--- src/inc/msc_defines.svh ---
// constants of the receive statistics counter block: offsets, field positions,
// reset values and timing counts; included by the classifier, the top and the bench by bare name
`ifndef MSC_DEFINES_SVH
`define MSC_DEFINES_SVH

// byte offsets on the register bus (word aligned)
`define MSC_OFS_GOOD      8'h00
`define MSC_OFS_BCAST     8'h04
`define MSC_OFS_GROUP     8'h08
`define MSC_OFS_PAUSE     8'h0C
`define MSC_OFS_CRC       8'h10
`define MSC_OFS_CTRL      8'h20
`define MSC_OFS_MAXLEN    8'h24
`define MSC_OFS_STATUS    8'h28

// counter slots, in the order of the offsets above
`define MSC_NUM_CNT       5
`define MSC_IDX_GOOD      0
`define MSC_IDX_BCAST     1
`define MSC_IDX_GROUP     2
`define MSC_IDX_PAUSE     3
`define MSC_IDX_CRC       4

// port control register fields
`define MSC_CTRL_LINK_EN  0
`define MSC_CTRL_PAUSE_EN 1
`define MSC_CTRL_IRQ_EN   2
`define MSC_CTRL_RST      3'h0

// status register fields
`define MSC_STAT_ABOVE_LO 0
`define MSC_STAT_PEND     8
`define MSC_STAT_READY    9

// frame length window and reset value of the maximum length
`define MSC_MIN_LEN       16'h0040
`define MSC_MAXLEN_RST    16'h05EE

// mac control frame identity
`define MSC_PAUSE_TYPE    16'h8808
`define MSC_PAUSE_OPCODE  16'h0001

// clocks from reset release to the forced clear of every counter
`define MSC_INIT_CLKS     38

`endif

--- src/inc/msc_pkg.sv ---
// types shared by the receive statistics counter block
// assumes msc_defines.svh holds every number
package msc_pkg;
   typedef logic [31:0] msc_word_t;
   typedef enum logic {MSC_ST_INIT, MSC_ST_RUN} msc_init_e;
endpackage

--- src/design/msc_classify.sv ---
// sorts each finished receive frame into counter events, one pulse per
// counter per frame; assumes frame attributes are valid with frame_end_i
`timescale 1ns/1ps
`include "msc_defines.svh"
module msc_classify (
   // clock and reset
   input  wire logic        clk_i,
   input  wire logic        rst_i,
   // settings
   input  wire logic        pause_honor_enable_i,
   input  wire logic [15:0] max_rx_frame_length_i,
   // receive frame logic
   input  wire logic        rx_active_i,
   input  wire logic        rx_symbol_error_in_i,
   input  wire logic        frame_end_i,
   input  wire logic        addr_match_i,
   input  wire logic        dest_bcast_i,
   input  wire logic        dest_group_i,
   input  wire logic [15:0] len_type_i,
   input  wire logic [15:0] opcode_i,
   input  wire logic [15:0] frame_len_i,
   input  wire logic        odd_nibble_i,
   input  wire logic        fcs_fail_i,
   // one-cycle events, one bit per counter
   output logic      [`MSC_NUM_CNT-1:0] event_o
);
   logic                    code_seen_r;
   logic                    code_err;
   logic                    align_err;
   logic                    crc_err;
   logic                    len_ok;
   logic                    clean;
   logic                    is_pause;
   logic [`MSC_NUM_CNT-1:0] ev_nxt;
   logic [`MSC_NUM_CNT-1:0] ev_r;

   // a symbol error in the closing cycle still marks the frame
   assign code_err  = code_seen_r | (rx_active_i & rx_symbol_error_in_i);
   assign align_err = odd_nibble_i & fcs_fail_i;
   assign crc_err   = ~odd_nibble_i & fcs_fail_i;
   assign len_ok    = (frame_len_i >= `MSC_MIN_LEN) && (frame_len_i <= max_rx_frame_length_i);
   assign clean     = ~crc_err & ~align_err & ~code_err;
   assign is_pause  = (len_type_i == `MSC_PAUSE_TYPE) && (opcode_i == `MSC_PAUSE_OPCODE);

   // overrun has no input here at all, so it cannot sway any count
   assign ev_nxt[`MSC_IDX_GOOD]  = frame_end_i & addr_match_i & len_ok & clean;
   assign ev_nxt[`MSC_IDX_BCAST] = frame_end_i & dest_bcast_i & len_ok & clean;
   assign ev_nxt[`MSC_IDX_GROUP] = frame_end_i & dest_group_i & ~dest_bcast_i & len_ok & clean;
   assign ev_nxt[`MSC_IDX_PAUSE] = frame_end_i & is_pause & pause_honor_enable_i & len_ok & clean;
   assign ev_nxt[`MSC_IDX_CRC]   = frame_end_i & addr_match_i & len_ok & crc_err
                                   & ~align_err & ~code_err;
   assign event_o = ev_r;

   // the symbol error latch lives for one frame; an error in the end cycle
   // already marks the ending frame, so it is not carried into the next one
   always_ff @(posedge clk_i) begin
      if (rst_i) begin
         code_seen_r <= 1'b0;
         ev_r        <= '0;
      end else begin
         code_seen_r <= (rx_active_i & rx_symbol_error_in_i & ~frame_end_i) | (code_seen_r & ~frame_end_i);
         ev_r        <= ev_nxt;
      end
   end
endmodule

--- src/design/msc_counter.sv ---
// one 32-bit statistics counter with increment, direct load and
// write-to-decrement; assumes single clock, synchronous active-high reset
`timescale 1ns/1ps
module msc_counter #(
   parameter int W = 32
) (
   // clock and reset
   input  wire logic         clk_i,
   input  wire logic         rst_i,
   // control
   input  wire logic         clear_i,
   input  wire logic         inc_i,
   input  wire logic         wr_i,
   input  wire logic         dec_mode_i,
   input  wire logic [W-1:0] wr_data_i,
   // state
   output logic      [W-1:0] count_o,
   output logic              above_o
);
   logic [W-1:0] cnt_r;
   logic [W-1:0] cnt_nxt;
   logic [W-1:0] bumped;
   logic [W-1:0] dec_val;
   logic [W-1:0] load_val;
   logic [W-1:0] inc_w;

   // an event in the write cycle is added first, so neither is lost
   assign inc_w    = {{(W-1){1'b0}}, inc_i};
   assign bumped   = cnt_r + inc_w;
   assign dec_val  = (wr_data_i > bumped) ? '0 : bumped - wr_data_i;
   assign load_val = wr_data_i + inc_w;
   assign cnt_nxt  = clear_i ? '0 : (wr_i ? (dec_mode_i ? dec_val : load_val) : bumped);
   assign count_o  = cnt_r;
   assign above_o  = cnt_r[W-1];

   always_ff @(posedge clk_i) begin
      if (rst_i) begin
         cnt_r <= '0;
      end else begin
         cnt_r <= cnt_nxt;
      end
   end
endmodule

--- src/design/msc_stats_top.sv ---
// receive statistics counter bank with a classic wishbone register slave
// assumes a single 125 MHz clock, synchronous active-high reset, and
// frame attributes from the receive frame logic valid with frame_end_i
//
// The register offsets and the Wishbone register port were left to the implementer.
`timescale 1ns/1ps
// offsets, field positions and counts shared with the submodules
`include "msc_defines.svh"

module msc_stats_top #(
   parameter int CNT_W = 32
) (
   // clock and reset
   input  wire logic        clk_i,
   input  wire logic        rst_i,
   // wishbone slave
   input  wire logic        wb_cyc_i,
   input  wire logic        wb_stb_i,
   input  wire logic        wb_we_i,
   input  wire logic [7:0]  wb_adr_i,
   input  wire logic [3:0]  wb_sel_i,
   input  wire logic [31:0] wb_dat_i,
   output logic      [31:0] wb_dat_o,
   output logic             wb_ack_o,
   // receive frame logic
   input  wire logic        rx_active_i,
   input  wire logic        rx_symbol_error_in_i,
   input  wire logic        frame_end_i,
   input  wire logic        addr_match_i,
   input  wire logic        dest_bcast_i,
   input  wire logic        dest_group_i,
   input  wire logic [15:0] len_type_i,
   input  wire logic [15:0] opcode_i,
   input  wire logic [15:0] frame_len_i,
   input  wire logic        odd_nibble_i,
   input  wire logic        fcs_fail_i,
   // statistics interrupt
   output logic             counter_irq_pending_o
);
   // bus handshake
   logic        ack_r;
   logic        req;
   logic        wr_commit;
   logic        full_word;
   logic [31:0] rd_r;
   logic [31:0] rd_mux;

   // register decode
   logic        hit_ctrl;
   logic        hit_maxlen;
   logic        hit_status;
   logic [`MSC_NUM_CNT-1:0] hit_cnt;

   // settings
   logic [2:0]  port_control_reg_r;
   logic [15:0] max_rx_frame_length_r;
   logic        link_interface_enable;
   logic        pause_honor_enable;
   logic        irq_enable;

   // start-up clear sequencer
   msc_pkg::msc_init_e init_st_r;
   logic [5:0]  init_cnt_r;
   logic        clear_now;

   // counter bank
   logic [`MSC_NUM_CNT-1:0] cnt_event;
   logic [`MSC_NUM_CNT-1:0] cnt_wr;
   logic [`MSC_NUM_CNT-1:0] cnt_above;
   msc_pkg::msc_word_t      cnt_val [`MSC_NUM_CNT];
   logic [31:0]             status_word;
   logic                    any_above;
   logic                    irq_r;

   // a request is taken while ack is low; the write lands on the ack edge,
   // which is the edge where the master samples ack
   assign req       = wb_cyc_i & wb_stb_i;
   assign wr_commit = req & wb_we_i & ack_r;
   assign full_word = (wb_sel_i == 4'hF);

   // address decode on byte offsets
   assign hit_cnt[`MSC_IDX_GOOD]  = (wb_adr_i == `MSC_OFS_GOOD);
   assign hit_cnt[`MSC_IDX_BCAST] = (wb_adr_i == `MSC_OFS_BCAST);
   assign hit_cnt[`MSC_IDX_GROUP] = (wb_adr_i == `MSC_OFS_GROUP);
   assign hit_cnt[`MSC_IDX_PAUSE] = (wb_adr_i == `MSC_OFS_PAUSE);
   assign hit_cnt[`MSC_IDX_CRC]   = (wb_adr_i == `MSC_OFS_CRC);
   assign hit_ctrl                = (wb_adr_i == `MSC_OFS_CTRL);
   assign hit_maxlen              = (wb_adr_i == `MSC_OFS_MAXLEN);
   assign hit_status              = (wb_adr_i == `MSC_OFS_STATUS);

   // control fields
   assign link_interface_enable = port_control_reg_r[`MSC_CTRL_LINK_EN];
   assign pause_honor_enable    = port_control_reg_r[`MSC_CTRL_PAUSE_EN];
   assign irq_enable            = port_control_reg_r[`MSC_CTRL_IRQ_EN];

   // partial-width writes to a counter are dropped, since a half-updated
   // count could not be subtracted sensibly
   assign cnt_wr = hit_cnt & {`MSC_NUM_CNT{wr_commit & full_word}};

   // status word: per-counter threshold flags, pending and ready
   assign any_above   = |cnt_above;
   assign status_word = {22'h000000, (init_st_r == msc_pkg::MSC_ST_RUN), irq_r,
                         3'h0, cnt_above};

   // read mux; unmapped offsets read as zero and reads change nothing
   assign rd_mux = hit_cnt[`MSC_IDX_GOOD]  ? cnt_val[`MSC_IDX_GOOD]  :
                   hit_cnt[`MSC_IDX_BCAST] ? cnt_val[`MSC_IDX_BCAST] :
                   hit_cnt[`MSC_IDX_GROUP] ? cnt_val[`MSC_IDX_GROUP] :
                   hit_cnt[`MSC_IDX_PAUSE] ? cnt_val[`MSC_IDX_PAUSE] :
                   hit_cnt[`MSC_IDX_CRC]   ? cnt_val[`MSC_IDX_CRC]   :
                   hit_ctrl                ? {29'h00000000, port_control_reg_r} :
                   hit_maxlen              ? {16'h0000, max_rx_frame_length_r} :
                   hit_status              ? status_word : 32'h00000000;

   assign wb_ack_o              = ack_r;
   assign wb_dat_o              = rd_r;
   assign counter_irq_pending_o = irq_r;

   // bus slave: ack one cycle after the request, dropped the cycle after
   always_ff @(posedge clk_i) begin
      if (rst_i) begin
         ack_r <= 1'b0;
         rd_r  <= 32'h00000000;
      end else begin
         ack_r <= req & ~ack_r;
         if (req & ~ack_r & ~wb_we_i) begin
            rd_r <= rd_mux;
         end
      end
   end

   // settings registers; byte lanes are honoured here since these are not counters
   always_ff @(posedge clk_i) begin
      if (rst_i) begin
         port_control_reg_r    <= `MSC_CTRL_RST;
         max_rx_frame_length_r <= `MSC_MAXLEN_RST;
      end else begin
         if (wr_commit & hit_ctrl & wb_sel_i[0]) begin
            port_control_reg_r <= wb_dat_i[2:0];
         end
         if (wr_commit & hit_maxlen & wb_sel_i[0]) begin
            max_rx_frame_length_r[7:0] <= wb_dat_i[7:0];
         end
         if (wr_commit & hit_maxlen & wb_sel_i[1]) begin
            max_rx_frame_length_r[15:8] <= wb_dat_i[15:8];
         end
      end
   end

   // start-up clear: counts clocks after reset release, then clears once
   assign clear_now = (init_st_r == msc_pkg::MSC_ST_INIT) && (init_cnt_r == 6'(`MSC_INIT_CLKS - 1));

   always_ff @(posedge clk_i) begin
      if (rst_i) begin
         init_st_r  <= msc_pkg::MSC_ST_INIT;
         init_cnt_r <= 6'h00;
      end else begin
         case (init_st_r)
            msc_pkg::MSC_ST_INIT: begin
               init_cnt_r <= init_cnt_r + 6'h01;
               if (clear_now) begin
                  init_st_r <= msc_pkg::MSC_ST_RUN;
               end
            end
            msc_pkg::MSC_ST_RUN: begin
               init_cnt_r <= init_cnt_r;
            end
            default: begin
               init_st_r <= msc_pkg::MSC_ST_INIT;
            end
         endcase
      end
   end

   // frame sorting into one pulse per counter
   msc_classify u_classify (
      .clk_i                 (clk_i),
      .rst_i                 (rst_i),
      .pause_honor_enable_i  (pause_honor_enable),
      .max_rx_frame_length_i (max_rx_frame_length_r),
      .rx_active_i           (rx_active_i),
      .rx_symbol_error_in_i  (rx_symbol_error_in_i),
      .frame_end_i           (frame_end_i),
      .addr_match_i          (addr_match_i),
      .dest_bcast_i          (dest_bcast_i),
      .dest_group_i          (dest_group_i),
      .len_type_i            (len_type_i),
      .opcode_i              (opcode_i),
      .frame_len_i           (frame_len_i),
      .odd_nibble_i          (odd_nibble_i),
      .fcs_fail_i            (fcs_fail_i),
      .event_o               (cnt_event)
   );

   // counter bank; the mode bit is read live, so it applies to the very write
   for (genvar g = 0; g < `MSC_NUM_CNT; g++) begin : g_cnt
      msc_counter #(
         .W (CNT_W)
      ) u_cnt (
         .clk_i      (clk_i),
         .rst_i      (rst_i),
         .clear_i    (clear_now),
         .inc_i      (cnt_event[g]),
         .wr_i       (cnt_wr[g]),
         .dec_mode_i (link_interface_enable),
         .wr_data_i  (wb_dat_i),
         .count_o    (cnt_val[g]),
         .above_o    (cnt_above[g])
      );
   end

   // interrupt follows the threshold flags, so it falls by itself once the
   // host has decremented every large counter
   always_ff @(posedge clk_i) begin
      if (rst_i) begin
         irq_r <= 1'b0;
      end else begin
         irq_r <= irq_enable & any_above;
      end
   end
endmodule

--- config.mk ---
export PLATFORM = sky130hd
export DESIGN_NAME = msc_stats_top
export DESIGN_NICKNAME = d
export VERILOG_FILES = /design/src/inc/msc_pkg.sv /design/src/design/msc_classify.sv /design/src/design/msc_counter.sv /design/src/design/msc_stats_top.sv
export VERILOG_INCLUDE_DIRS = /design/src /design/src/inc
export SDC_FILE = /design/constraint.sdc
export NUM_CORES = 1
export LEC_CHECK = 0
export BUFFER_PORTS_ARGS = -buffer_cell sky130_fd_sc_hd__buf_2
export CAP_MARGIN = 20
export CORE_MARGIN = 2
export CORE_UTILIZATION = 58
export CTS_CLUSTER_SIZE = 24
export DETAILED_ROUTE_END_ITERATION = 7
export PLACE_DENSITY_LB_ADDON = 0.3
export SYNTH_ARGS = -nofsm -noshare
export SYNTH_HDL_FRONTEND = slang
export SYNTH_HIERARCHICAL = 1
export SYNTH_SLANG_ARGS = --single-unit
--- constraint.sdc ---
create_clock -name clk_i -period 3.75 [get_ports clk_i]
set_input_delay 0.1875 -clock clk_i [delete_from_list [all_inputs] [get_ports clk_i]]
set_output_delay 0.1875 -clock clk_i [all_outputs]
set_load 0.01 [all_outputs]
# == Word-level counts from Yosys, hierarchy flattened ==
# Index checks and enable logic that the tools add are counted.
# totals
ff_bits,226
input_bits,105
out_inout_bits,34
wordCells,129
# classes
addsub,16
order_cmp,7
n_eq_ne,11
mux,26
n_bitwise,48
reduce_logical,6
# op_table
operator,n
32-bit 2-to-1 mux,20
32-bit by 1-bit adder with 32-bit output,10
32-bit > comparator,5
32-bit subtractor,5
1-bit bitwise AND,36
16-bit 2-to-1 mux,2
8-bit by 6-bit == test with 1-bit output (second input constant),3
16-bit by 1-bit == test with 1-bit output (second input constant),1
16-bit == test (second input constant),1
8-bit by 4-bit == test with 1-bit output (second input constant),2
16-bit by 7-bit >= comparator with 1-bit output (second input constant),1
16-bit <= comparator,1
10-bit 2-to-1 mux,1
1-bit inverter,9
8-bit by 3-bit == test with 1-bit output (second input constant),1
8-bit by 5-bit == test with 1-bit output (second input constant),1
8-bit zero test,1
6-bit by 1-bit adder with 6-bit output (second input constant),1
6-bit == test (second input constant),1
6-bit 2-to-1 mux,1
5-bit bitwise AND,1
5-bit OR reduction,1
4-bit == test (second input constant),1
1-bit logical AND,3
other kinds (3),5

# == Depth between registers and ports, before layout ==
# Gate-level depths: netlist (run 1).
# logic_depth
depth_word,9
depth_mapped,20

# == Cells and area by module ==
# The synthesis (run 1) kept the hierarchy.
# by_module_without_submodules
module,n_inst,cells_each,area_each_um2,seq_area_each_um2
msc_counter (g_cnt[1].u_cnt ...),3,598,4271.6,640.6
msc_counter (g_cnt[4].u_cnt),1,642,4491.8,640.6
msc_counter (g_cnt[0].u_cnt),1,631,4449.3,640.6
msc_stats_top,1,520,3898.7,1201.2
msc_classify,1,92,720.7,120.1

# == Worst setup path before layout (run 1) ==
# No wires, ideal clock.
# synth_path
path_kind,reg2reg
start,register u_classify.ev_r[4] (netlist: u_classify/event_o[4])
end,register g_cnt[4].u_cnt.cnt_r[27]
setup_ps,115
t_arrival_ps,3560
required_ps,3635
slack_ps,75
path_stages_with_launch,19
n_path_buf,2
synth_period_minus_slack_ps,3675
path_cell_list,dfxtp_1 > ha_1 > ha_1 > and3_1 > nand4_1 > or2_2 > nor2_1 > xor2_1 > ha_1 > clkbuf_1 > a21oi_1 > nand2_1 > a21oi_1 > a21bo_2 > a21oi_1 > a31o_4 > buf_6 > o221a_2 > o21a_1
# synth_via
elab_chain_len,5
elab_cells_between_ends,7
cone_classes,add/sub: 3; order compare: 1; mux: 3
# synth_rtl
item,line,text
start: declaration,msc_classify.sv:35,logic [`MSC_NUM_CNT-1:0] ev_r;
start signal: assignment,msc_classify.sv:62,ev_r <= ev_nxt;
32-bit by 1-bit adder with 32-bit output,msc_counter.sv:29,assign bumped = cnt_r + inc_w;
32-bit subtractor / 32-bit > comparator (equally long branches),msc_counter.sv:30,assign dec_val = (wr_data_i > bumped) ? '0 : bumped - wr_data_i;
32-bit 2-to-1 mux,msc_counter.sv:30,
32-bit 2-to-1 mux,msc_counter.sv:32,assign cnt_nxt = clear_i ? '0 : (wr_i ? (dec_mode_i ? dec_val : load_val) : bumped);
32-bit 2-to-1 mux (*),msc_counter.sv:32,
end signal: assignment,msc_counter.sv:40,cnt_r <= cnt_nxt;
end: declaration,msc_counter.sv:20,logic [W-1:0] cnt_r;
# Every way passes the cells marked *; elsewhere a longest branch is shown, timed or not.
# A chain may end at the register's enable or synchronous reset.

# == Worst setup path in the final report (run 1) ==
# layout_path
start,register g_cnt[2].u_cnt.cnt_r[4]
end,register g_cnt[2].u_cnt.cnt_r[17]
# layout_via
elab_chain_len,5
elab_cells_between_ends,6
cone_classes,add/sub: 2; order compare: 1; mux: 3
# layout_rtl
item,line
start: declaration,msc_counter.sv:20
start signal: assignment,msc_counter.sv:40
32-bit by 1-bit adder with 32-bit output (*),msc_counter.sv:29
32-bit subtractor / 32-bit > comparator (equally long branches),msc_counter.sv:30
32-bit 2-to-1 mux,msc_counter.sv:30
32-bit 2-to-1 mux,msc_counter.sv:32
32-bit 2-to-1 mux (*),msc_counter.sv:32
# Marks and branches as above.

==> flow_summary.yaml, run 1 <==
synthesis:
  ys_warn_count: 6
  synth_cell_type_count: 103
  syn_inst: 3679
  synthAdderAreaFrac: 0.0977
  synth_top_family_by_area: "compound AO/OA/AOI/OAI gates"
  post-synth-top-area-cell: "dfxtp_1"
  async_reset_ff_frac: 0
  yosysSeqAreaShare: 0.172
  synth-edff-count: 0
  synth_nets: 3987
  synthSimpleGateAreaFrac: 0.244
  synth_mux_area_frac: 0.0135
  synth-xor-area-share: 0.141
  synth-seq-cells: 226
  synthFlopType: "dfxtp_1"
  syn_area_mm2: 0.0264
  yosysTopAreaCellShare: 0.172
  synth_compound_area_frac: 0.266
  syn_area_per_cell_um2: 7.17
  netlist_top_cells_area: "dfxtp_1 17%, xnor2_1 11%, ha_1 9.4%, o21ai_0 7.2%, a21oi_1 5.1%"
timing:
  finalMaxSlewViolations: 0
  setup_viol: 0
  relSlewSlack: 0.316
  worstMarginPinSlew_ns: 1.03
  period_minus_slack_ns: 3.74
  skew_ns: 0.0218
  fmax_mhz: 268
  hold_viol: 0
  fin_crit_sh: 0.996
  rsz0062_at_grt: "true"
final_layout:
  nets: 4341
  design_area_mm2: 0.0320
  layout-drive-gt1-share: 0.208
  area_growth_pct: 21.2
  fin_util: 0.709
setup_path:
  cp_num_buf_inv: 2
  crit_chain: "and3_4 -> and2_1 -> buf_4 -> and2_1 -> nand3_1 -> xnor2_2 -> ha_4 -> a21oi_2 -> o221ai_1 -> a21oi_2 -> nand3_4 -> a31o_4 -> a211o_1 -> and2_4 -> buf_6 -> a21oi_1 -> a21oi_1"
  critPathCaptureType: "flop"
  critical_path_class: "flop to flop"
  arrival_ns: 4.17
  worstSetupStartpointType: "flop"
  cp_top_family: "compound AO/OA/AOI/OAI gates"
  regToRegSetupSlack_ns: 0.01
  critical_path.max_fanout: 9
  slowest_stage: "dfxtp_4"
  critPathMaxStageDelay_ns: 0.36
  crit_required_ns: 4.18
floorplan:
  start_util: 0.585
  dieArea_mm2: 0.0472
  die_w_um: 217
  die_h_um: 217
  core_area_mm2: 0.0451
  io_pins: 139
  num_rows: 78
place:
  placed_area_mm2: 0.0294
  gp_congestion: 1.00
  hpwl_um: 75200
  portBuffers: 138
grt:
  grt_max_degree: 66
  first_global_vias: 27700
  grt_antenna_before_repair: 2
  overflow: 0
  grt_use_total: 0.396
  grt_pass1_wl_um: 149000
clock_tree:
  cts_tree: "done"
  path_clk_slew_ns: 0.06
  h-tree-depth: 1
  clock_path_buffers: 3
  insertion_delay_ns: 0.60
  clock_tree.root_cell: "clkbuf_16"
  cts_made_buffers: 28
  cts.sinks: 226
drt:
  drt-pass1-iter-count: 8
  route.detailed.wl_per_inst_um: 21.4
  postRouteAntennaNets: 0
  drc: 0
  vias: 29700
  wirelength_um: 99600
  via_per_inst: 6.37
  drt-initial-drc-count: 3129
min_path:
  hold_path_class: "primary input to flop"
power_and_ir_drop:
  vdd_drop_max_mv: 0.310
  p_leak_nw: 14.1
  powerDensity_mw_per_mm2: 206
run_status:
  status: "finished, final reports clean"
run:
  drv_cap: 0
layout make-up:
class                   count  area (µm²)
diodes                      1        2.50
clock buffers              38         788
clock inverters            14         226
fillers                  3739       13100
inverters                 258         968
multi-input cells        3033       21300
flip-flops and latches    226        4540
well taps                 600         751
repair buffers            486        3410
cells in the final DEF (no fill, tap or decap), types with 16 or more instances in the layout:
| master | netlist | layout |
|---|---|---|
| a21o_1 | 49 | 49 |
| inv_1 | 258 | 258 |
| and3_1 | 83 | 71 |
| and4_1 | 22 | 20 |
| ha_4 | 0 | 19 |
| clkbuf_16 | 0 | 28 |
| dfxtp_1 | 226 | 216 |
| buf_2 | 18 | 138 |
| or3_1 | 29 | 29 |
| xor2_1 | 93 | 88 |
| o21bai_1 | 16 | 16 |
| nand2_1 | 281 | 278 |
| o22ai_1 | 22 | 22 |
| nor2b_1 | 36 | 33 |
| o21ai_1 | 32 | 42 |
| buf_4 | 9 | 323 |
| nand2b_1 | 58 | 58 |
| nor2_1 | 303 | 291 |
| nor3_1 | 72 | 67 |
| a21oi_1 | 269 | 246 |
| xnor2_2 | 0 | 34 |
| o211ai_1 | 23 | 23 |
| mux2i_1 | 31 | 31 |
| o21a_1 | 26 | 26 |
| ha_1 | 198 | 168 |
| o21ai_0 | 380 | 368 |
| a21oi_2 | 55 | 74 |
| xnor2_1 | 329 | 294 |
| nand4_1 | 78 | 78 |
| nand3_1 | 152 | 148 |
| a31oi_1 | 49 | 46 |
| nor4_1 | 24 | 22 |
path summary, 6_finish.rpt:
kind                                              endpoint                      start  depth (start not counted)
worst max-delay path            g_cnt[2].u_cnt/count_o[17]  g_cnt[2].u_cnt/count_o[4]                         17
worst min-delay path              max_rx_frame_length_r[0]                wb_dat_i[0]                          3
worst max register to register  g_cnt[2].u_cnt/count_o[17]  g_cnt[2].u_cnt/count_o[4]                         17
worst min register to register                wb_dat_o[28]               wb_dat_o[28]                          2
what timing repair did:
item / in CTS / in global routing
cloned: 2 / 1
setup buffers: 2 / 24
hold endpoints to repair: 7 / 0
setup endpoints to repair: 17 / 160
hold buffers: 15 / 0
pin swaps: 4 / 71
resized for setup: 13 / 212
routing by layer:
metal / global-route usage / vias up / part of all wire
met5: 0 / - / 0.00011
met4: 0.180 / 2 / 0.054
met3: 0.0516 / 364 / 0.099
met2: 0.670 / 1675 / 0.47
met1: 0.500 / 13700 / 0.38
li1: - / 13900 / -
sequential cells by signal, indices dropped and copies added, names as in the netlist:
signal	flops
port_control_reg_r	3
wb_ack_o	1
u_classify/event_o	5
init_st_r	1
g_cnt.u_cnt/count_o	160
u_classify/code_seen_r	1
max_rx_frame_length_r	16
init_cnt_r	6
wb_dat_o	32
counter_irq_pending_o	1
cell usage after synthesis (all sizes together) (32+ instances only):
cell / number
nand2: 281
nand3: 160
nor4: 32
a21o: 49
o21ai: 414
nand2b: 59
nor2: 304
xnor2: 329
clkbuf: 119
ha: 198
and3: 83
xor2: 94
a31oi: 50
nand4: 82
a21oi: 324
dfxtp: 226
buf: 46
nor3: 81
inv: 258
nor2b: 36
cell families (layout without fill, tap and decap cells):
| family | Yosys count | count (layout) |
|---|---|---|
| simple gates | 1247 | 1248 |
| compound gates | 1122 | 1124 |
| xor+xnor | 423 | 423 |
| buf+inv | 423 | 796 |
| flops | 226 | 226 |
| fa+ha+maj | 203 | 203 |
| mux | 35 | 35 |
| other cells | 0 | 1 |
power breakdown:
part / leakage, nW / internal [mW] / switching [mW]
Sequential: 1.83 / 2.41 / 0.00647
Combinational: 11.7 / 0.423 / 0.717
Clock: 0.497 / 1.82 / 1.20
worst min-delay path: cells and delay by family:
kind / cells / cell delay, ns
AOI/OAI and AO/OA: 1 / 0.06
buffers and inverters: 1 / 0.22
and+or+nand+nor: 1 / 0.12
metrics by stage:
step | power (mW) | hold WS [ns] | setup TNS (ns) | setup slack, ns | instances
after floorplan | 3.08 | 0.264 | 0 | 0.0749 | 3679
after global placement | 3.50 | 0.387 | -0.172 | -0.0757 | 4559
after detailed placement | 3.51 | 0.388 | -0.365 | -0.142 | 4559
after CTS | 6.50 | 0.0122 | -0.00204 | -0.00204 | 4630
after global routing | 6.75 | 0.0362 | -1.85 | -0.0884 | 4656
final | 6.57 | 0.0465 | 0 | 0.0145 | 4656
(Power assumes the default switching activity.)
==> run 2, diff against run 1 <==
--- a/config.mk
+++ b/config.mk
@@ -9,7 +9,7 @@
 export BUFFER_PORTS_ARGS = -buffer_cell sky130_fd_sc_hd__buf_2
 export CAP_MARGIN = 20
 export CORE_MARGIN = 2
-export CORE_UTILIZATION = 58
+export CORE_UTILIZATION = 60
 export CTS_CLUSTER_SIZE = 24
 export DETAILED_ROUTE_END_ITERATION = 7
 export PLACE_DENSITY_LB_ADDON = 0.3
==> constraint.sdc (replaced) <==
create_clock -name clk_i -period 4.6 [get_ports clk_i]
set_input_delay 0.23 -clock clk_i [delete_from_list [all_inputs] [get_ports clk_i]]
set_output_delay 0.23 -clock clk_i [all_outputs]
set_load 0.01 [all_outputs]
==> flow_summary.yaml, run 2 (synthesis gave the netlist of run 1 again) <==
timing:
  finalMaxSlewViolations: 0
  rsz0062_at_grt: "false"
  worstMarginPinSlew_ns: 1.09
  fin_crit_sh: 0.921
  fmax_mhz: 236
  setup_tns_ns: 0
  setup_viol: 0
  hold_viol: 0
  skew_ns: 0.0302
  finalWorstSetupSlack_ns: 0.361
  period_minus_slack_ns: 4.24
  relSlewSlack: 0.275
clock_tree:
  path_clk_slew_ns: 0.06
  clock_path_buffers: 3
  clock_tree.root_cell: "clkbuf_16"
  insertion_delay_ns: 0.57
  cts.sinks: 226
  h-tree-depth: 1
  cts_made_buffers: 26
  post_cts_resized: 0
  cts_tree: "done"
drt:
  postRouteAntennaNets: 0
  drt-initial-drc-count: 3102
  drt-pass1-iter-count: 7
  drc: 0
  vias: 28100
  route.detailed.wl_per_inst_um: 21.4
  wirelength_um: 92700
  via_per_inst: 6.47
place:
  gp_congestion: 1.00
  dp_slack_ns: 0.461
  hpwl_um: 70000
  portBuffers: 138
  dp.cells: 4278
setup_path:
  critPathCaptureType: "flop"
  reg2reg_depth: 16
  critPathMaxStageDelay_ns: 0.50
  slowest_stage: "nor3_2"
  critical_path_class: "flop to flop"
  crit_required_ns: 5.07
  arrival_ns: 4.71
  regToRegSetupSlack_ns: 0.36
  regToRegStartpoint: "g_cnt[3].u_cnt/count_o[2]"
  reg2reg_to: "g_cnt[3].u_cnt/count_o[10]"
  cp_top_family: "simple AND/OR/NAND/NOR gates"
  worstSetupStartpointType: "flop"
  crit_chain: "and3_1 -> and2_1 -> nand4_1 -> nor3_2 -> nand4_1 -> xnor2_1 -> ha_1 -> nand2_1 -> nor2_1 -> nand2_1 -> o211ai_1 -> a31o_4 -> a211o_1 -> and2_4 -> or4b_1 -> o211ai_1"
  critical_path.max_fanout: 22
  cp_num_buf_inv: 0
run_status:
  status: "finished, final reports clean"
grt:
  grt_use_total: 0.392
  grt_pass1_wl_um: 140000
  first_global_vias: 25200
  grt_max_degree: 90
  grt_antenna_before_repair: 1
  overflow: 0
final_layout:
  layout-drive-gt1-share: 0.0999
  layoutNonFillerInstCount: 4339
  nets: 4043
  fin_util: 0.656
  final_cell_mix: "380 x o21ai_0, 329 x xnor2_1, 299 x nor2_1, 281 x nand2_1, 269 x a21oi_1"
  final_common_cell: "o21ai_0"
  largest_register_ffs: 160
  area_growth_pct: 7.57
run:
  drv_cap: 0
floorplan:
  dieArea_mm2: 0.0457
  io_pins: 139
  start_util: 0.610
  core_area_mm2: 0.0433
  num_rows: 76
  die_h_um: 214
  die_w_um: 214
min_path:
  worstHoldStart: "dest_bcast_i"
  min_path_cells: 3
  min_to: "u_classify/event_o[1]"
  hold_path_class: "primary input to flop"
power_and_ir_drop:
  power_mw: 4.93
  p_leak_nw: 12.1
  vdd_drop_max_mv: 0.273
  powerDensity_mw_per_mm2: 174
-- run 2: how the worst max path moves through the flow --
stage,startpoint,to,slack [ns],cells after the start
finish,g_cnt[3].u_cnt/count_o[2],g_cnt[3].u_cnt/count_o[10],0.36,16
detailed placement,g_cnt[3].u_cnt/count_o[2],g_cnt[3].u_cnt/count_o[10],0.46,16
global placement,g_cnt[3].u_cnt/count_o[2],g_cnt[3].u_cnt/count_o[10],0.53,16
CTS,g_cnt[3].u_cnt/count_o[2],g_cnt[3].u_cnt/count_o[10],0.42,16
floorplan,u_classify/event_o[4],g_cnt[4].u_cnt/count_o[27],0.92,18
global route,g_cnt[3].u_cnt/count_o[2],g_cnt[3].u_cnt/count_o[10],0.02,16
-- run 2: layer usage --
layer | vias up | wire length (µm) | global-route usage
met5 | - | 13 | 0
met4 | 2 | 5400 | 0.202
met3 | 319 | 10500 | 0.0688
met2 | 1605 | 39600 | 0.613
met1 | 12900 | 37100 | 0.519
li1 | 13300 | - | -
-- run 2: what timing repair did --
item,in CTS,in global routing
hold endpoints to repair,6,0
setup buffers,0,0
hold buffers,13,0
-- run 2: power breakdown --
group          switching [mW]  leakage [nW]  internal, mW
sequential            0.00509          1.82          1.96
clock                   0.918         0.418          1.21
combinational           0.557          9.85         0.279
-- run 2: final cells by class --
cell class | instances | area, µm²
Clock buffer | 38 | 766
Multi-Input combinational cell | 3030 | 20100
Sequential cell | 226 | 4530
Timing Repair Buffer | 193 | 1150
Tap cell | 585 | 732
Inverter | 258 | 968
Antenna cell | 1 | 2.50
Clock inverter | 8 | 86.3
Fill cell | 3838 | 14900
-- run 2: metrics by stage --
| step | hold slack (ns) | instance area (µm²) |
|---|---|---|
| after global placement | 0.420 | 27400 |
| final | 0.00803 | 28400 |
| after detailed placement | 0.425 | 27400 |
| after CTS | 0.00386 | 28400 |
| after global routing | 0.0189 | 28400 |
| after floorplan | 0.307 | 26400 |
-- run 2: tightest hold or removal path: stages --
cell and delay (ns):
buf_2 0.11, nand3b_1 0.08, a21oi_1 0.09
